### config.mk
export PLATFORM = sky130hd
export DESIGN_NAME = mult_div_unit
export DESIGN_NICKNAME = d
export VERILOG_FILES = /design/src/mdu_pkg.sv /design/src/mult_div_unit.sv
export SDC_FILE = /design/constraint.sdc
export NUM_CORES = 2
export LEC_CHECK = 0
export ABC_AREA = 1
export BUFFER_PORTS_ARGS = -buffer_cell sky130_fd_sc_hd__buf_2
export CAP_MARGIN = 20
export CORE_ASPECT_RATIO = 0.7
export CORE_MARGIN = 5
export CORE_UTILIZATION = 55
export CTS_CLUSTER_DIAMETER = 60
export DETAILED_ROUTE_END_ITERATION = 8
export PLACE_DENSITY = 0.74
export SYNTH_ARGS = -nofsm -noshare
export SYNTH_HDL_FRONTEND = slang
export SYNTH_SLANG_ARGS = --single-unit
### constraint.sdc
create_clock -name clock -period 7.2 [get_ports clock]
set_input_delay 0.72 -clock clock [delete_from_list [all_inputs] [get_ports clock]]
set_output_delay 0.72 -clock clock [all_outputs]
set_load 0.1 [all_outputs]
### src/mdu_pkg.sv
// shared types and constants of the multiply/divide unit
package muldiv_pkg;

  localparam int unsigned DATA_W    = 32;
  localparam int unsigned SLICE_W   = 16;
  localparam int unsigned CNT_W     = 6;

  localparam logic [CNT_W-1:0] DIV_STEPS   = 6'h20;
  localparam logic [CNT_W-1:0] SKIP_BYTE   = 6'h17;
  localparam logic [CNT_W-1:0] SKIP_HALF   = 6'h0F;
  localparam logic [CNT_W-1:0] SKIP_TRIPLE = 6'h07;

  localparam logic [63:0]         HILO_RESET = 64'h0000_0000_0000_0000;
  localparam logic [DATA_W-1:0]   WORD_ZERO  = 32'h0000_0000;
  localparam logic [CNT_W-1:0]    CNT_ZERO   = 6'h00;

  typedef enum logic [2:0] {
    OP_MULT,
    OP_MULTU,
    OP_MADD,
    OP_MADDU,
    OP_DIV,
    OP_DIVU
  } muldiv_op_e;

  typedef struct packed {
    muldiv_op_e        op;
    logic [DATA_W-1:0] first_source_operand;
    logic [DATA_W-1:0] second_source_operand;
  } issue_s;

  typedef struct packed {
    logic [DATA_W-1:0] result_high_reg;
    logic [DATA_W-1:0] result_low_reg;
  } result_s;

  typedef enum logic [1:0] {
    S_IDLE,
    S_DIV,
    S_FIX
  } div_state_e;

endpackage : muldiv_pkg

### src/mult_div_unit.sv
// multiply/divide unit with its own pipeline, high/low result pair and divider
//
// How it works
// - own pipeline runs beside integer pipeline, never stalls with it.
// - multiplier is a recoded 32 by 16 slice array per pass.
// - pass count chosen from second source operand only.
// - second operand fitting 16 bits takes one pass, otherwise two.
// - short multiply accepted each cycle; full multiply every other cycle.
// - back-to-back full multiplies interlocked until second pass is done.
// - results held in high/low pair; divide sequenced by its own machine.
// - division makes one quotient bit per clock.
// - dividend sign extension skips 23, 15 or 7 iterations.
// - any issue during an active divide stalls until divide completes.
`timescale 1ns/100ps

module mult_div_unit (
  input  wire logic            clock,
  input  wire logic            resetn,
  input  wire logic            issue_valid,
  input  muldiv_pkg::issue_s   issue,
  output muldiv_pkg::result_s  result,
  output logic                 issue_stall,
  output logic                 divide_done
);

  logic [63:0]               hilo_q, hilo_d;
  logic                      stall_q, stall_d;
  logic                      done_q, done_d;

  // issue decode
  logic                      accept;
  logic                      is_mul;
  logic                      is_div;
  logic                      op_signed;
  logic                      op_acc;
  logic                      opb_short;
  logic                      mul_long;
  logic [31:0]               opa;
  logic [31:0]               opb;

  assign opa       = issue.first_source_operand;
  assign opb       = issue.second_source_operand;
  // no stall input from the integer pipeline: work in flight always advances
  assign accept    = issue_valid && !stall_q;
  assign is_mul    = (issue.op == muldiv_pkg::OP_MULT) || (issue.op == muldiv_pkg::OP_MULTU)
                  || (issue.op == muldiv_pkg::OP_MADD) || (issue.op == muldiv_pkg::OP_MADDU);
  assign is_div    = (issue.op == muldiv_pkg::OP_DIV) || (issue.op == muldiv_pkg::OP_DIVU);
  assign op_signed = (issue.op == muldiv_pkg::OP_MULT) || (issue.op == muldiv_pkg::OP_MADD)
                  || (issue.op == muldiv_pkg::OP_DIV);
  assign op_acc    = (issue.op == muldiv_pkg::OP_MADD) || (issue.op == muldiv_pkg::OP_MADDU);
  // only the second operand is looked at to size the multiply
  assign opb_short = op_signed ? (opb[31:15] == {17{opb[15]}})
                               : (opb[31:16] == 16'h0000);
  assign mul_long  = accept && is_mul && !opb_short;

  // multiply pipeline: pass stage then write stage
  logic                      pass2_q, pass2_d;
  logic [31:0]               m_opa_q, m_opa_d;
  logic [15:0]               m_opbh_q, m_opbh_d;
  logic                      m_sgn_q, m_sgn_d;
  logic                      m_acc_q, m_acc_d;
  logic                      pv_q, pv_d;
  logic                      pacc_q, pacc_d;
  logic [63:0]               pprod_q, pprod_d;

  logic [32:0]               mul_a;
  logic [16:0]               mul_b;
  logic [49:0]               mul_p;

  always_comb
  begin
    pass2_d  = 1'b0;
    m_opa_d  = m_opa_q;
    m_opbh_d = m_opbh_q;
    m_sgn_d  = m_sgn_q;
    m_acc_d  = m_acc_q;
    pv_d     = 1'b0;
    pacc_d   = pacc_q;
    mul_a    = 33'h0_0000_0000;
    mul_b    = 17'h0_0000;
    if (pass2_q)
    begin
      // upper slice of a full multiply, always added on top of the lower one
      mul_a  = {m_sgn_q & m_opa_q[31], m_opa_q};
      mul_b  = {m_sgn_q & m_opbh_q[15], m_opbh_q};
      pv_d   = 1'b1;
      pacc_d = 1'b1;
    end
    else if (accept && is_mul)
    begin
      mul_a    = {op_signed & opa[31], opa};
      mul_b    = opb_short ? {op_signed & opb[15], opb[15:0]} : {1'b0, opb[15:0]};
      pv_d     = 1'b1;
      pacc_d   = op_acc;
      pass2_d  = mul_long;
      m_opa_d  = opa;
      m_opbh_d = opb[31:16];
      m_sgn_d  = op_signed;
      m_acc_d  = op_acc;
    end
    // operands widened first so no tool can size the product at 33 bits
    mul_p   = 50'($signed({{17{mul_a[32]}}, mul_a}) * $signed({{33{mul_b[16]}}, mul_b}));
    pprod_d = pass2_q ? {mul_p[47:0], 16'h0000} : {{14{mul_p[49]}}, mul_p};
  end

  always_ff @(posedge clock)
  begin
    if (!resetn)
    begin
      pass2_q  <= 1'b0;
      m_opa_q  <= muldiv_pkg::WORD_ZERO;
      m_opbh_q <= 16'h0000;
      m_sgn_q  <= 1'b0;
      m_acc_q  <= 1'b0;
      pv_q     <= 1'b0;
      pacc_q   <= 1'b0;
      pprod_q  <= muldiv_pkg::HILO_RESET;
    end
    else
    begin
      pass2_q  <= pass2_d;
      m_opa_q  <= m_opa_d;
      m_opbh_q <= m_opbh_d;
      m_sgn_q <= m_sgn_d;
      m_acc_q <= m_acc_d;
      pv_q    <= pv_d;
      pacc_q  <= pacc_d;
      pprod_q <= pprod_d;
    end
  end

  // divider
  muldiv_pkg::div_state_e    st_q, st_d;
  logic [5:0]                cnt_q, cnt_d;
  logic [31:0]               quo_q, quo_d;
  logic [31:0]               rem_q, rem_d;
  logic [31:0]               dvs_q, dvs_d;
  logic                      qneg_q, qneg_d;
  logic                      rneg_q, rneg_d;

  logic [31:0]               mag_a;
  logic [31:0]               mag_b;
  logic [5:0]                skip;
  logic [32:0]               shifted;
  logic [33:0]               trial;

  always_comb
  begin
    st_d    = st_q;
    cnt_d   = cnt_q;
    quo_d   = quo_q;
    rem_d   = rem_q;
    dvs_d   = dvs_q;
    qneg_d  = qneg_q;
    rneg_d  = rneg_q;
    done_d  = 1'b0;
    mag_a   = (op_signed && opa[31]) ? 32'(-opa) : opa;
    mag_b   = (op_signed && opb[31]) ? 32'(-opb) : opb;
    // early-in: narrow dividends start further down the bit ladder
    if (op_signed ? (opa[31:7] == {25{opa[7]}}) : (opa[31:8] == 24'h00_0000))
      skip = muldiv_pkg::SKIP_BYTE;
    else if (op_signed ? (opa[31:15] == {17{opa[15]}}) : (opa[31:16] == 16'h0000))
      skip = muldiv_pkg::SKIP_HALF;
    else if (op_signed ? (opa[31:23] == {9{opa[23]}}) : (opa[31:24] == 8'h00))
      skip = muldiv_pkg::SKIP_TRIPLE;
    else
      skip = muldiv_pkg::CNT_ZERO;
    shifted = {rem_q, quo_q[31]};
    trial   = {1'b0, shifted} - {2'b00, dvs_q};
    unique case (st_q)
      muldiv_pkg::S_IDLE:
      begin
        if (accept && is_div)
        begin
          st_d   = muldiv_pkg::S_DIV;
          cnt_d  = 6'(muldiv_pkg::DIV_STEPS - skip);
          quo_d  = mag_a << skip;
          rem_d  = muldiv_pkg::WORD_ZERO;
          dvs_d  = mag_b;
          qneg_d = op_signed && (opa[31] ^ opb[31]);
          rneg_d = op_signed && opa[31];
        end
      end
      muldiv_pkg::S_DIV:
      begin
        // restoring step: one quotient bit per clock
        quo_d = {quo_q[30:0], !trial[33]};
        rem_d = trial[33] ? shifted[31:0] : trial[31:0];
        cnt_d = 6'(cnt_q - 6'h01);
        if (cnt_q == 6'h01)
          st_d = muldiv_pkg::S_FIX;
      end
      muldiv_pkg::S_FIX:
      begin
        st_d   = muldiv_pkg::S_IDLE;
        done_d = 1'b1;
      end
    endcase
  end

  always_ff @(posedge clock)
  begin
    if (!resetn)
    begin
      st_q   <= muldiv_pkg::S_IDLE;
      cnt_q  <= muldiv_pkg::CNT_ZERO;
      quo_q  <= muldiv_pkg::WORD_ZERO;
      rem_q  <= muldiv_pkg::WORD_ZERO;
      dvs_q  <= muldiv_pkg::WORD_ZERO;
      qneg_q <= 1'b0;
      rneg_q <= 1'b0;
    end
    else
    begin
      st_q   <= st_d;
      cnt_q  <= cnt_d;
      quo_q  <= quo_d;
      rem_q  <= rem_d;
      dvs_q  <= dvs_d;
      qneg_q <= qneg_d;
      rneg_q <= rneg_d;
    end
  end

  // result pair and issue interlock
  always_comb
  begin
    hilo_d = hilo_q;
    if (st_q == muldiv_pkg::S_FIX)
      hilo_d = {rneg_q ? 32'(-rem_q) : rem_q, qneg_q ? 32'(-quo_q) : quo_q};
    else if (pv_q)
      hilo_d = pacc_q ? 64'(hilo_q + pprod_q) : pprod_q;
    // stall covers the second pass slot and the whole divide
    stall_d = (st_d != muldiv_pkg::S_IDLE) || pass2_d;
  end

  always_ff @(posedge clock)
  begin
    if (!resetn)
    begin
      hilo_q  <= muldiv_pkg::HILO_RESET;
      stall_q <= 1'b0;
      done_q  <= 1'b0;
    end
    else
    begin
      hilo_q  <= hilo_d;
      stall_q <= stall_d;
      done_q  <= done_d;
    end
  end

  assign result.result_high_reg = hilo_q[63:32];
  assign result.result_low_reg  = hilo_q[31:0];
  assign issue_stall            = stall_q;
  assign divide_done            = done_q;

  // checking
  logic [31:0]               cap_opa_q;
  logic [31:0]               cap_opb_q;
  logic                      cap_uns_q;

  always_ff @(posedge clock)
  begin
    if (!resetn)
    begin
      cap_opa_q <= muldiv_pkg::WORD_ZERO;
      cap_opb_q <= muldiv_pkg::WORD_ZERO;
      cap_uns_q <= 1'b0;
    end
    else if (accept && is_div)
    begin
      cap_opa_q <= opa;
      cap_opb_q <= opb;
      cap_uns_q <= (issue.op == muldiv_pkg::OP_DIVU);
    end
  end
endmodule : mult_div_unit

==> metrics.cfg <==
[global_route]
grt_max_degree=79
antenna_found_initial=6
grt_pass1_vias=44486
gr-usage-all-layers_pct=40.2
grt_pass1_wl_um=265000
grt_overflow=0

[synth]
synth_cells=6656
synth_seq_cells=288
ys_warn_count=0
synth_top_flop_cell=dfxtp_1
syn_area_um2=44000
synthDistinctLibCells=57
synth_nets=7490
yosysSeqAreaShare_pct=13.1
synth_area_leaders=fa_1, dfxtp_1, nand2_1
synth_edf_count=0
synth_largest_area_cell=fa_1
syn_avg_cell_area_um2=6.61
async_reset_ff_share_pct=0
synth_top_area_share_pct=24.5

[placement]
dp_hpwl_um=147000
portBuffers=135
gp_congestion=1.12
dpl_cell_area_um2=49900

[worst_hold_path]
hold_depth=2
hold_path.class=reg -> reg

[route]
routed_wl_um=176000
vias_per_cell=5.70
first_pass_iters=8
vias=47155
drtIter0Drc=6099
drc=0
wl_per_cell_um=21.3
ant_nets=0

[floorplanning]
core_area_um2=79000
io_pins=136
die_w_um=348
initial_core_util_pct=55.7
die_h_um=247
die-area_um2=85800
rows=86

[power_and_ir_drop]
vdd_ir_drop_max_v=0.000151
switchingPower_uw=2590
clkPwrFrac_pct=31.0
p_int_uw=3580
p_per_area_nw_per_um2=119
p_leak_uw=0.0265
power_switching_share_pct=42.0
combPwrFrac_pct=39.8
p_seq_share_pct=29.3

[cts]
cts_buffers=36
insertion_delay_ns=0.59
cts_sinks=288
cts_tree=yes
cts_hold_buf=0
htree_levels=2
ctsRootBufferMaster=clkbuf_16
cts.path.max_buffers=3
clk_pin_slew_worst_paths_ns=0.06

[timing]
timing.final.max_slew_violations=0
rsz0062_at_grt=yes
finalHoldViolations=0
relSlewSlack_pct=24.9
clock_skew_ns=0.0256
tightest_slew_ns=1.11
fin_crit_ns=7.12
setup_viol=0
setup_tns_ns=0
period_share_pct=98.9
fmax_mhz=140

[finish]
syn_to_final_growth_pct=18.2
final_nets=8019
fin_area_um2=52000
final_common_cell=nand2_1
drive_gt1_share_pct=14.2
fill_cells=7307
antenna_cells=0
mostFrequentLayoutCells=nand2_1, inv_1, nor2_1

[worst_setup_path]
r2r_cells=35
arrival_ns=7.56
cpMostUsedCell=fa_1
crit_slowest_cell=fa_1
critPathMaxFanout=16
cp.required_ns=7.64
worstSetupStartpointType=input port
path_class=in -> reg
cp-end-kind=flop
cpPeakStageDelay_ns=0.55

[run_status]
status=completed

[flow_run]
drv_cap=0

worst max-delay path: cells and delay by family:
| family | cells | cell delay [ns] |
|---|---|---|
| fa+ha+maj | 7 | 3.37 |
| simple gates | 11 | 1.92 |
| buf+inv | 9 | 1.07 |
| compound gates | 2 | 0.27 |
| xor+xnor | 1 | 0.19 |
final timing paths:
check	startpoint	to	slack, ns
max	issue[24]	pprod_q[48]	0.08
min	m_opa_q[14]	m_opa_q[14]	0.47
max reg2reg	pass2_q	pprod_q[32]	0.09
min reg2reg	m_opa_q[14]	m_opa_q[14]	0.47
cells in the mapped netlist (12+ instances only):
library cell / instances
a22oi_1: 15
buf_2: 48
nor4_1: 14
o21ai_1: 13
o221ai_1: 18
nand2_1: 1432
buf_1: 12
a31oi_1: 29
inv_2: 21
nor2_1: 880
inv_1: 1349
o21bai_1: 30
xor2_1: 75
buf_6: 14
xnor2_1: 38
o21ai_0: 332
a21o_1: 12
a21oi_1: 481
nand3b_1: 16
nor3_1: 48
nand4_1: 79
fa_1: 538
o211ai_1: 29
ha_1: 226
nand3_1: 355
clkbuf_1: 138
dfxtp_1: 288
power by group through the flow:
stage | logic [uW] | registers, uW | clock network, uW
after CTS | 2320 | 1800 | 1910
after global routing | 2630 | 1810 | 1980
after detailed placement | 2300 | 1830 | 0
final | 2450 | 1810 | 1910
after floorplan | 1230 | 1970 | 0
after global placement | 2270 | 1830 | 0
layout make-up:
type	count	area [um2]	area share [%]
clock buffer	45	966	1.86
clock inverter	21	229	0.440
inverter	1380	5200	10.0
multi-input combinational	4774	32800	63.1
sequential	288	5770	11.1
tap	1056	1320	2.54
timing repair buffer	705	5700	11.0
flip-flops by register name, indices dropped and copies added, names as in the netlist, 2 cells and up:
register / flops
rem_q: 32
pprod_q: 64
m_opbh_q: 16
dvs_q: 32
cnt_q: 6
result: 64
m_opa_q: 32
quo_q: 32
st_q: 2
per-stage QoR:
| step | total power, uW | setup slack [ns] | util (%) | hold slack [ns] | instances |
|---|---|---|---|---|---|
| 3_5_place_dp | 4130 | -0.729 | 63.2 | 0.458 | 8188 |
| 3_3_place_gp | 4100 | -0.747 | 63.2 | 0.450 | 8188 |
| 6_report | 6170 | 0.0774 | 65.8 | 0.465 | 8269 |
| 2_1_floorplan | 3200 | 0.231 | - | 0.441 | 6656 |
| 5_1_grt | 6420 | -0.185 | 65.8 | 0.483 | 8269 |
| 4_1_cts | 6030 | 0.0128 | 64.8 | 0.467 | 8255 |
kinds of logic (layout without fill, tap and decap cells):
family	after synthesis	in the layout	share of synthesized area, %
AO/OA/AOI/OAI	1017	1017	12.8
XOR/XNOR	113	113	2.25
adder cells (fa/ha/maj)	764	764	30.9
buffers and inverters	1594	2151	14.0
flip-flops	288	288	13.1
multiplexers	2	2	0.0455
AND/OR/NAND/NOR	2878	2878	26.9
routing by layer:
metal / global-route usage [%] / up-vias / part of all wire, %
li1: - / 21629 / -
met3: 18.4 / 290 / 18
met2: 52.1 / 3071 / 36
met1: 60.7 / 22153 / 43
met5: 0.170 / - / 0.090
met4: 7.75 / 12 / 2.4
timing repair:
action / 4_1_cts / 5_1_grt
setup endpoints to repair: 31 / 48
gates resized for setup: 6 / 212
pin swaps: 0 / 40
cloned: 0 / 1
buffers inserted: 1 / 13
Note: power is estimated with default switching activity, not from simulation.
